==> config.mk <==
export PLATFORM = sky130hd
export DESIGN_NAME = capsel_top
export DESIGN_NICKNAME = d
export VERILOG_FILES = /design/src/shared/capsel_pkg.sv /design/src/rtl/capsel_top.sv
export SDC_FILE = /design/constraint.sdc
export NUM_CORES = 1
export LEC_CHECK = 0
export BUFFER_PORTS_ARGS = -buffer_cell sky130_fd_sc_hd__buf_2
export CAP_MARGIN = 20
export CORE_MARGIN = 3
export CORE_UTILIZATION = 45
export CTS_BUF_LIST = sky130_fd_sc_hd__clkbuf_4 sky130_fd_sc_hd__clkbuf_8 sky130_fd_sc_hd__clkbuf_16
export DETAILED_ROUTE_END_ITERATION = 6
export GPL_TIMING_DRIVEN = 0
export MAX_ROUTING_LAYER = met4
export SLEW_MARGIN = 10
export SYNTH_ARGS = -nofsm -noshare
export SYNTH_HDL_FRONTEND = slang
export SYNTH_SLANG_ARGS = --single-unit
==> constraint.sdc <==
create_clock -name clk -period 6 [get_ports clk]
set_input_delay 1.8 -clock clk [delete_from_list [all_inputs] [get_ports clk]]
set_output_delay 1.8 -clock clk [all_outputs]
set_load 0.01 [all_outputs]
==> src/shared/capsel_pkg.sv <==
// Package: function codes, constants and state layout of the aux pin selector
package capsel_pkg;
	typedef enum logic [3:0] {
		FN_TRISTATE,
		FN_DRIVE_1,
		FN_DRIVE_0,
		FN_POWER_ON_N,
		FN_SLEEP_N,
		FN_CLK_FAST,
		FN_CLK_MID,
		FN_CLK_SLOW,
		FN_CHARGER,
		FN_CHARGER_N,
		FN_WRITE_STROBE_N,
		FN_READ_STROBE_N,
		FN_BUS_POWER_SENSE,
		FN_FRAME_TOGGLE,
		FN_KEEP_AWAKE_N
	} capsel_func_e;

	localparam capsel_func_e SEL_A_RESET = FN_BUS_POWER_SENSE;
	localparam capsel_func_e SEL_B_RESET = FN_KEEP_AWAKE_N;

	localparam int unsigned CLK_HZ = 250_000_000;
	localparam int unsigned CLKOUT_FAST_HZ = 24_000_000;
	localparam int unsigned CLKOUT_MID_HZ = 12_000_000;
	localparam int unsigned CLKOUT_SLOW_HZ = 6_000_000;
	localparam int CLKOUT_NUM = 3;
	localparam logic [2:0][31:0] CLKOUT_STEP = {32'(2 * CLKOUT_SLOW_HZ), 32'(2 * CLKOUT_MID_HZ),
		32'(2 * CLKOUT_FAST_HZ)};
	localparam int CLKOUT_MAX_HOLD = (CLK_HZ + 2 * CLKOUT_FAST_HZ - 1) / (2 * CLKOUT_FAST_HZ);
	localparam logic [2:0][31:0] ACC_RESET = '0;
	localparam logic [2:0] CLK_LVL_RESET = 3'h0;
	localparam logic [1:0] SYNC_RESET = 2'h3;

	typedef struct packed {
		logic out;
		logic oe_n;
	} capsel_drive_s;

	localparam capsel_drive_s DRIVE_RESET = '{out: 1'b0, oe_n: 1'b1};

	typedef struct packed {
		logic loaded;
		capsel_func_e sel_a;
		capsel_func_e sel_b;
		logic hold_dcp;
		logic [1:0] sync_a;
		logic [1:0] sync_b;
		logic [2:0][31:0] acc;
		logic [2:0] clk_lvl;
		logic sof_lvl;
		capsel_drive_s pin_a;
		capsel_drive_s pin_b;
		logic bus_power_present;
		logic suspend_block;
	} capsel_state_s;
endpackage

==> src/rtl/capsel_top.sv <==
// Selector for two configurable auxiliary pins of the FIFO bridge
`timescale 1ns/100ps

module capsel_top (
	input wire logic clk,
	input wire logic rst,
	input wire logic [3:0] cfg_sel_a,
	input wire logic [3:0] cfg_sel_b,
	input wire logic cfg_dcp_hold_high,
	input wire logic usb_configured,
	input wire logic usb_suspend,
	input wire logic dcp_attached,
	input wire logic sof_pulse,
	input wire logic pin_mode_write_strobe_n,
	input wire logic pin_mode_read_strobe_n,
	input wire logic cfg_pin_a_in,
	output logic cfg_pin_a_out,
	output logic cfg_pin_a_oe_n,
	input wire logic cfg_pin_b_in,
	output logic cfg_pin_b_out,
	output logic cfg_pin_b_oe_n,
	output logic bus_power_present,
	output logic suspend_block
);
	import capsel_pkg::*;

	// ****************************************
	// Pin drive decode
	// ****************************************
	function automatic capsel_drive_s pin_drive(
		input capsel_func_e f,
		input capsel_state_s s,
		input logic pwr_on,
		input logic slp,
		input logic dcp,
		input logic wr_n,
		input logic rd_n
	);
		capsel_drive_s d;
		d = DRIVE_RESET;
		case (f)
			FN_TRISTATE, FN_BUS_POWER_SENSE, FN_KEEP_AWAKE_N: begin
				d = DRIVE_RESET;
			end
			FN_DRIVE_1: begin
				d = '{out: 1'b1, oe_n: 1'b0};
			end
			FN_DRIVE_0: begin
				d = '{out: 1'b0, oe_n: 1'b0};
			end
			FN_POWER_ON_N: begin
				// Never drives high; the board resistor gives the high level
				d = '{out: 1'b0, oe_n: !pwr_on};
			end
			FN_SLEEP_N: begin
				d = '{out: slp, oe_n: 1'b0};
			end
			FN_CLK_FAST: begin
				d = '{out: s.clk_lvl[0], oe_n: 1'b0};
			end
			FN_CLK_MID: begin
				d = '{out: s.clk_lvl[1], oe_n: 1'b0};
			end
			FN_CLK_SLOW: begin
				d = '{out: s.clk_lvl[2], oe_n: 1'b0};
			end
			FN_CHARGER: begin
				d = '{out: dcp, oe_n: 1'b0};
			end
			FN_CHARGER_N: begin
				d = '{out: 1'b0, oe_n: !dcp};
			end
			FN_WRITE_STROBE_N: begin
				d = '{out: wr_n, oe_n: 1'b0};
			end
			FN_READ_STROBE_N: begin
				d = '{out: rd_n, oe_n: 1'b0};
			end
			FN_FRAME_TOGGLE: begin
				d = '{out: s.sof_lvl, oe_n: 1'b0};
			end
			default: begin
				// Unused codes leave the pad released
				d = DRIVE_RESET;
			end
		endcase
		return d;
	endfunction

	// ****************************************
	// State
	// ****************************************
	localparam capsel_state_s ST_RESET = '{
		loaded: 1'b0,
		sel_a: SEL_A_RESET,
		sel_b: SEL_B_RESET,
		hold_dcp: 1'b0,
		sync_a: SYNC_RESET,
		sync_b: SYNC_RESET,
		acc: ACC_RESET,
		clk_lvl: CLK_LVL_RESET,
		sof_lvl: 1'b0,
		pin_a: DRIVE_RESET,
		pin_b: DRIVE_RESET,
		bus_power_present: 1'b0,
		suspend_block: 1'b0
	};

	capsel_state_s st;
	capsel_state_s next_st;

	always_comb begin
		logic [31:0] sum;
		logic pwr_on;
		logic slp;
		sum = '0;
		pwr_on = 1'b0;
		slp = 1'b0;
		next_st = st;
		// Load once after reset; later changes of the setting are ignored
		if (!st.loaded) begin
			next_st.loaded = 1'b1;
			next_st.sel_a = capsel_func_e'(cfg_sel_a);
			next_st.sel_b = capsel_func_e'(cfg_sel_b);
			next_st.hold_dcp = cfg_dcp_hold_high;
		end
		next_st.sync_a = {st.sync_a[0], cfg_pin_a_in};
		next_st.sync_b = {st.sync_b[0], cfg_pin_b_in};
		// Fractional divider: exact mean rate, edges jitter by one clk period
		for (int i = 0; i < CLKOUT_NUM; i++) begin
			if (!usb_suspend) begin
				sum = 32'(st.acc[i] + CLKOUT_STEP[i]);
				if (sum >= CLK_HZ) begin
					next_st.acc[i] = 32'(sum - CLK_HZ);
					next_st.clk_lvl[i] = !st.clk_lvl[i];
				end else begin
					next_st.acc[i] = sum;
				end
			end
		end
		if (sof_pulse) begin
			next_st.sof_lvl = !st.sof_lvl;
		end
		pwr_on = usb_configured && !usb_suspend;
		slp = !usb_suspend || (st.hold_dcp && dcp_attached);
		next_st.pin_a = pin_drive(st.sel_a, st, pwr_on, slp, dcp_attached,
			pin_mode_write_strobe_n, pin_mode_read_strobe_n);
		next_st.pin_b = pin_drive(st.sel_b, st, pwr_on, slp, dcp_attached,
			pin_mode_write_strobe_n, pin_mode_read_strobe_n);
		next_st.bus_power_present = (st.sel_a == FN_BUS_POWER_SENSE && st.sync_a[1]) ||
			(st.sel_b == FN_BUS_POWER_SENSE && st.sync_b[1]);
		next_st.suspend_block = (st.sel_a == FN_KEEP_AWAKE_N && !st.sync_a[1]) ||
			(st.sel_b == FN_KEEP_AWAKE_N && !st.sync_b[1]);
	end

	always_ff @(posedge clk or posedge rst) begin
		if (rst) begin
			st <= ST_RESET;
		end else begin
			st <= next_st;
		end
	end

	assign cfg_pin_a_out = st.pin_a.out;
	assign cfg_pin_a_oe_n = st.pin_a.oe_n;
	assign cfg_pin_b_out = st.pin_b.out;
	assign cfg_pin_b_oe_n = st.pin_b.oe_n;
	assign bus_power_present = st.bus_power_present;
	assign suspend_block = st.suspend_block;

	// ****************************************
	// Checks
	// ****************************************
	logic hold_prev;
	logic [3:0] hold_cnt;

	always_ff @(posedge clk or posedge rst) begin
		if (rst) begin
			hold_prev <= 1'b0;
			hold_cnt <= 4'h0;
		end else begin
			hold_prev <= st.pin_a.out;
			if (st.pin_a.out != hold_prev) begin
				hold_cnt <= 4'h0;
			end else if (hold_cnt != 4'hf) begin
				hold_cnt <= hold_cnt + 4'h1;
			end
		end
	end
endmodule

# Word level (Yosys, flattened, before mapping)
# Cells that the tools add are included.
[word_totals]
register_bits = 120
word_cells = 83
output_inout_bits = 6
[classes]
reduce_logical = 21
mux = 5
order_cmp = 3
addsub = 6
bitwise = 1
n_eq_ne = 28
[ops]
columns = ["cell", "n"]
rows = [
  ["$ge 32x28->1 const B", 3],
  ["$mux 32", 3],
  ["$sub 32x28->32 const B", 3],
  ["$eq 4x4->1 const B", 14],
  ["$pmux 2 s12", 2],
  ["$add 32x24->32 const B", 1],
  ["$add 32x25->32 const B", 1],
  ["$add 32x26->32 const B", 1],
  ["$eq 4x3->1 const B", 8],
  ["$eq 4x2->1 const B", 4],
  ["$logic_not 1->1", 9],
  ["$eq 4x1->1 const B", 2],
  ["$logic_and 1x1->1", 6],
  ["$reduce_and 2->1", 3],
  ["$logic_or 1x1->1", 3],
  ["$not 1->1", 1],
]

# Longest topological paths before layout
# Gate-level depths: netlist (run 1).
[logic_depth]
ltp_word = 4
depth_mapped = 16
mapped_depth_nobuf = 12

# Worst setup path before layout (run 1)
# OpenSTA, ideal clock, no wires.
[synth_path]
path_kind = "reg-to-reg"
startpoint = "register st[82] in the netlist's numbering"
endpoint = "register st[96] in the netlist's numbering"
stages_incl_launch_ff = 14
n_path_buf = 1
setup_slack_ns = 2.618
t_arrival_ns = 3.302
period_less_slack_ns = 3.382
cell_sequence = "dfrtp_1 > inv_1 > ha_1 > buf_2 > o21ai_0 > or3b_1 > a221o_1 > a221oi_2 > nand2_1 > a311oi_2 > nor2_2 > or4_1 > a21oi_1 > xnor2_1"
[synth_via]
elab_chain_len = 3
[synth_rtl]
columns = ["item", "line_no", "rtl"]
rows = [
  ["from (decl)", "capsel_top.sv:109", "capsel_state_s st;"],
  ["from (signal assigned)", "capsel_top.sv:160", "st <= next_st;"],
  ["$add 32x24->32 (*)", "capsel_top.sv:132", "sum = 32'(st.acc[i] + CLKOUT_STEP[i]);"],
  ["$sub 32x28->32 or $ge 32x28->1 (tied branches)", "capsel_top.sv:134, capsel_top.sv:133", ""],
  ["$mux 32 (*)", "capsel_top.sv:133", "if (sum >= CLK_HZ) begin"],
]
# Mark *: on every way between the ends. The rest lies on a longest branch, timed or not.
# A chain may end at the register's enable or synchronous reset.

# Worst setup path in the final report (run 1)
[layout_path]
startpoint = "register st[82] in the netlist's numbering"
endpoint = "register st[87] in the netlist's numbering"
# Same word-level chain as after synthesis.

==> metrics.csv, run 1 <==
metric,value,unit
core-area,0.0174,mm²
synthesis.area_per_instance,8.06,µm²
post-route-min-period,4270,ps
floorplan.rows,48,
tritoncts.num_buffers,9,
nets,1067,
total_chip_power,5.89,mW
crit_path_max_incr_delay,520,ps
routed_wl,21600,µm
drv_slew,0,
place_area,0.00850,mm²
antenna_found_initial,0,
critPathBufInv,4,
clock_tree.buffer_depth,2,
final_layout_size_suffix_gt1_share,10.5,%
route.layer.met1.wl,10100,µm
worst_setup_path_end_kind,register,
routed-wl-met3,1180,µm
count_of_endpoints_failing_setup_in_the_final_report,0,
floorplan.die_area,0.0196,mm²
drcViolationCount,0,
syn_to_layout_area_delta,8.74,%
antenna_left,0,
post_cts_resized,0,
floorplan.die.height,140,µm
cpLargestDelayFamily,compound AO/OA/AOI/OAI gates,
cts_root_buf,sky130_fd_sc_hd__clkbuf_16,
syn-num-nets,1032,
dr_total_vias,7444,
synth_edf_count,0,
max_freq,234,MHz
synthesis.instances,1001,
hold_violations,0,
finalCritPeriodShare,71.2,%
gr_overflow_total,0,
fin_area,0.00878,mm²
clk_transition_reported_paths,70,ps
cap_viol_max_count,0,
outcome,finished clean,
multi_input_comb_area,0.00519,mm²
filler_cells_inserted,1792,
cts.sinks,99,
power.leakage,3.50,nW
ys_async_sr_fraction,100,%
unrepaired_setup_endpoints_after_global_routing,false,
tns_setup,0,ps
grt_pass1_wl,36100,µm
yosys_warnings,0,
most_used_dff_post_synth,sky130_fd_sc_hd__dfrtp_1,
synth.ff_latch_count,99,
port-buffer-count,23,
route.detailed.vias_per_inst,5.88,
power_density,671,mW/mm²
highest_layer,met4,
holdBufCountCts,0,
initialDrtViolationCount,483,
hpwl,15400,µm
drt_pre_antenna_iters,7,
synthDistinctLibCells,83,
clock_skew,6.90,ps
slew_headroom,37.2,%
grt_pass1_vias,7054,
cts_post_setup_buffers_inserted,0,
sequential_cell_area,0.00249,mm²
met2_wirelength,9890,µm
netlist_area,0.00807,mm²
grtUsageTotal,22.8,%
data_arrival_at_the_endpoint_of_the_critical_path,4550,ps
place.gp.congestion,0.937,
avgRoutedWirePerCell,17.1,µm
clk_latency,360,ps
tritoncts_clock_tree,done,
synth.yosys.seq_area_share,30.9,%
crit_path_cell_trace,"inv_1, ha_1, buf_2, nand2b_1, a21o_1, a31oi_1, clkbuf_1, o2111ai_1, a21oi_1, o31ai_2, nor2_2, buf_2, nand2_1, a21oi_1, xor2_1",
critical_path.max_fanout,10,
start_util,46.3,%
timing.hold.worst.class,reg -> reg,
worst_path_max_delay_cell,sky130_fd_sc_hd__dfrtp_1,
n_antenna_cell,0,
die_w,140,µm
worst-slew-pin-transition,942,ps
grt_start_max_net_pins,67,
cts_max_level,3,
critPathLaunchType,register,
worstSetupPathType,reg -> reg,
io-pin-count,25,
cp_data_required_time,6280,ps
irDropWorstVdd,271,µV
[worst reg2reg max path, cell delays in order (launching register included)]
cell and delay (ps):
sky130_fd_sc_hd__dfrtp_1 520, sky130_fd_sc_hd__inv_1 140, sky130_fd_sc_hd__ha_1 210, sky130_fd_sc_hd__buf_2 180, sky130_fd_sc_hd__nand2b_1 270, sky130_fd_sc_hd__a21o_1 270
sky130_fd_sc_hd__a31oi_1 430, sky130_fd_sc_hd__clkbuf_1 400, sky130_fd_sc_hd__o2111ai_1 210, sky130_fd_sc_hd__a21oi_1 290, sky130_fd_sc_hd__o31ai_2 160, sky130_fd_sc_hd__nor2_2 290
sky130_fd_sc_hd__buf_2 340, sky130_fd_sc_hd__nand2_1 100, sky130_fd_sc_hd__a21oi_1 230, sky130_fd_sc_hd__xor2_1 170
[sequential cells by signal, indices dropped and copies added, names as in the netlist]
name / cells
cfg_pin_a_out: 1
st: 91
cfg_pin_b_out: 1
next_st: 2
suspend_block: 1
cfg_pin_a_oe_n: 1
bus_power_present: 1
cfg_pin_b_oe_n: 1
[cells by family (layout without fill, tap and decap cells)]
group	Yosys count	after routing	share of synthesized area [%]
other cells	1	1	0.0465
xor+xnor	124	124	13.5
simple gates	356	356	21.9
flops	99	99	30.9
compound gates	287	287	23.9
mux	24	24	3.19
buf+inv	98	138	4.77
fa+ha+maj	12	12	1.86
[path summary, 6_finish.rpt]
kind / start / end / slack (ps) / cells past startpoint
worst min-delay path: next_st[109] / st[109] / 360 / 0
worst max-delay path: st[82] / st[87] / 1730 / 15
min in group asynchronous: rst / st[28] / 1410 / 2
max in group asynchronous: rst / st[112] / 3920 / 3
worst max register to register: st[82] / st[87] / 1730 / 15
worst min register to register: next_st[109] / st[109] / 360 / 0
[cells in the mapped netlist, types with 13 or more instances]
cell type / instances / area [µm²]
sky130_fd_sc_hd__nand2b_1: 15 / 93.8
sky130_fd_sc_hd__and3_1: 16 / 100
sky130_fd_sc_hd__xor2_1: 46 / 403
sky130_fd_sc_hd__o21ai_0: 76 / 380
sky130_fd_sc_hd__mux2_2: 14 / 158
sky130_fd_sc_hd__a21oi_1: 68 / 340
sky130_fd_sc_hd__inv_1: 34 / 128
sky130_fd_sc_hd__xnor2_1: 78 / 683
sky130_fd_sc_hd__or3_1: 13 / 81.3
sky130_fd_sc_hd__nor2_1: 69 / 259
sky130_fd_sc_hd__nand3_1: 24 / 120
sky130_fd_sc_hd__clkbuf_1: 47 / 176
sky130_fd_sc_hd__or2_2: 14 / 87.6
sky130_fd_sc_hd__buf_2: 14 / 70.1
sky130_fd_sc_hd__nor2b_1: 15 / 93.8
sky130_fd_sc_hd__dfrtp_1: 88 / 2200
sky130_fd_sc_hd__nand2_1: 106 / 398
sky130_fd_sc_hd__nor3_1: 34 / 170
[report_power, final]
part	switching, mW	leakage [nW]	internal (mW)
Sequential	0.282	1.15	0.991
Combinational	2.40	2.22	1.65
Clock	0.280	0.132	0.284
[stage by stage]
step                worst slack (ps)  hold WS (ps)  cells  util [%]
floorplan                       1630           345   1001         -
global placement                 238           348   1249      48.6
detailed placement              1790           347   1250      48.8
CTS                             1760           366   1266      50.4
global route                    1360           368   1266      50.4
finish                          1730           364   1266      50.4
[layout make-up]
cell class	instances	area share, %
Sequential cell	99	28.4
Tap cell	225	3.21
Inverter	34	1.51
Timing Repair Buffer	24	1.63
Clock buffer	9	2.57
Multi-Input combinational cell	804	59.2
Buffer	64	2.94
Clock inverter	7	0.584
[layer usage]
metal / vias to the layer above / GRT usage, %
met5: - / -
met1: 3537 / 31.9
met3: 30 / 3.24
li1: 3657 / -
met2: 220 / 35.1
met4: 0 / 5.97
[cell usage in the layout (no fill, tap or decap), types with 8 or more instances in the layout]
master	instances
sky130_fd_sc_hd__nor2b_1	15
sky130_fd_sc_hd__nand3_1	24
sky130_fd_sc_hd__o2111ai_1	10
sky130_fd_sc_hd__o32ai_1	8
sky130_fd_sc_hd__or3_1	13
sky130_fd_sc_hd__mux2_2	14
sky130_fd_sc_hd__mux2i_1	10
sky130_fd_sc_hd__nor3_1	34
sky130_fd_sc_hd__xnor2_1	78
sky130_fd_sc_hd__buf_2	37
sky130_fd_sc_hd__clkbuf_16	9
sky130_fd_sc_hd__and3_1	16
sky130_fd_sc_hd__xor2_1	46
sky130_fd_sc_hd__a21oi_1	68
sky130_fd_sc_hd__or2_2	14
sky130_fd_sc_hd__nor2_1	69
sky130_fd_sc_hd__clkbuf_1	47
sky130_fd_sc_hd__a31oi_1	11
sky130_fd_sc_hd__ha_1	12
sky130_fd_sc_hd__nand2b_1	15
sky130_fd_sc_hd__dfstp_2	11
sky130_fd_sc_hd__and2_1	9
sky130_fd_sc_hd__o211ai_1	11
sky130_fd_sc_hd__nand2_1	106
sky130_fd_sc_hd__o21ai_0	76
sky130_fd_sc_hd__dfrtp_1	88
sky130_fd_sc_hd__inv_1	33
(Power assumes the default switching activity.)
==> inputs of run 2 (changes only) <==
Clock period 6 ns to 3.95 ns, I/O delays scaled along.
==> metrics.csv, run 2 (synthesized netlist as in run 1, its figures left out) <==
metric,value,unit
outcome,finished clean,
floorplan.die.height,140,µm
cts.sinks,99,
drt_pre_antenna_iters,5,
avgRoutedWirePerCell,17.2,µm
grtUsageTotal,22.9,%
data_arrival_at_the_endpoint_of_the_critical_path,4060,ps
post-route-min-period,3790,ps
cts_max_level,3,
finalCoreUtilization,51.4,%
largest_register_ff_count,91,
place.gp.congestion,0.937,
layout_commonest_cell,sky130_fd_sc_hd__nand2_1,
critical_path.max_fanout,10,
start_util,46.3,%
cp_data_required_time,4220,ps
final_layout_size_suffix_gt1_share,13.4,%
crit_path_cell_trace,"inv_1, ha_1, buf_2, nand2b_1, or3_1, or4_1, a32oi_2, nand3_1, o31ai_4, buf_4, or2_2, nand3_1, a32oi_1, xnor2_1",
critPathLaunchType,register,
dr_total_vias,7507,
routed_wl,21800,µm
port-buffer-count,23,
floorplan.die_area,0.0196,mm²
grt_pass1_vias,7060,
clock_skew,7.41,ps
cpLargestDelayFamily,simple AND/OR/NAND/NOR gates,
tritoncts.num_buffers,9,
clk_latency,350,ps
worst_path_max_delay_cell,sky130_fd_sc_hd__dfrtp_2,
route.detailed.vias_per_inst,5.92,
most-common-layout-cells,"sky130_fd_sc_hd__nand2_1, sky130_fd_sc_hd__dfrtp_1, sky130_fd_sc_hd__xnor2_1",
grt_pass1_wl,36100,µm
hpwl,15400,µm
worst_setup_path_end_kind,register,
power.leakage,3.55,nW
syn_to_layout_area_delta,11.0,%
core-area,0.0174,mm²
max_flop_register,st,
drv_slew,0,
finalCritPeriodShare,95.9,%
antenna_found_initial,0,
n_antenna_cell,0,
placement.setup.worst_slack,-264,ps
hold_ws,364,ps
antenna_left,0,
power_density,1020,mW/mm²
timing.hold.worst.class,reg -> reg,
worstSetupPathType,reg -> reg,
fin_area,0.00896,mm²
hold_violations,0,
grt_start_max_net_pins,67,
io-pin-count,25,
post-route-worst-setup-slack,162,ps
floorplan.rows,48,
worst-slew-pin-transition,950,ps
drcViolationCount,0,
tritoncts_clock_tree,done,
cts_root_buf,sky130_fd_sc_hd__clkbuf_16,
filler_cells_inserted,1769,
crit_path_max_incr_delay,450,ps
multi_input_comb_area,0.00533,mm²
initialDrtViolationCount,425,
place_area,0.00850,mm²
gr_overflow_total,0,
cpMostUsedCell,sky130_fd_sc_hd__nand3_1,
slew_headroom,36.7,%
critPathBufInv,3,
cap_viol_max_count,0,
die_w,140,µm
sequential_cell_area,0.00249,mm²
max_freq,264,MHz
nets,1069,
count_of_endpoints_failing_setup_in_the_final_report,0,
clock_tree.buffer_depth,2,
irDropWorstVdd,429,µV
clk_transition_reported_paths,70,ps
==> run 2: cell types whose count changed in the layout (fill, tap and decap cells not counted), sizes merged <==
cell    change
clkbuf      -2
buf         +4
==> run 2: path summary, 6_finish.rpt <==
kind	start	to	slack (ps)	cells after the start
worst min register to register	next_st[109]	st[109]	360	0
min in group asynchronous	rst	st[28]	800	2
worst min-delay path	next_st[109]	st[109]	360	0
max in group asynchronous	rst	st[112]	2480	3
worst max-delay path	st[83]	st[92]	160	14
worst max register to register	st[83]	st[92]	160	14
==> run 2: report_power, final <==
group          switching [mW]  internal, mW
clock network           0.418         0.431
logic                    3.76          2.62
registers               0.428          1.51
total                    4.61          4.56
==> run 2: what timing repair did <==
action / 4_1_cts / 5_1_grt
resized for setup: 10 / 31
buffers inserted: 1 / 4
pin swaps: 1 / 3
hold buffers: 0 / 0
endpoints found under the setup margin: 48 / 72
==> run 2: metrics by stage <==
| step | std cells | power [mW] | setup TNS [ps] |
|---|---|---|---|
| floorplan | 1001 | 6.79 | 0 |
| global placement | 1249 | 7.95 | -109870 |
| detailed placement | 1250 | 8.01 | -4930 |
| CTS | 1267 | 8.96 | 0 |
| global route | 1268 | 10.1 | -32.5 |
| finish | 1268 | 9.17 | 0 |
==> run 2: area by class of cell <==
type	instances	share of cell area, %
Sequential cell	99	27.9
Buffer	61	2.92
Inverter	34	1.48
Clock buffer	9	2.51
Timing Repair Buffer	29	2.01
Clock inverter	7	0.573
Multi-Input combinational cell	804	59.5
Tap cell	225	3.14
==> run 2: layer usage <==
layer  up-vias  track usage, %  wire length, µm
met3        28            3.45             1100
met2       193            35.1             9890
li1       3663               -                -
met4         0            6.02              388
met5         -               -                0
met1      3623            31.8            10400
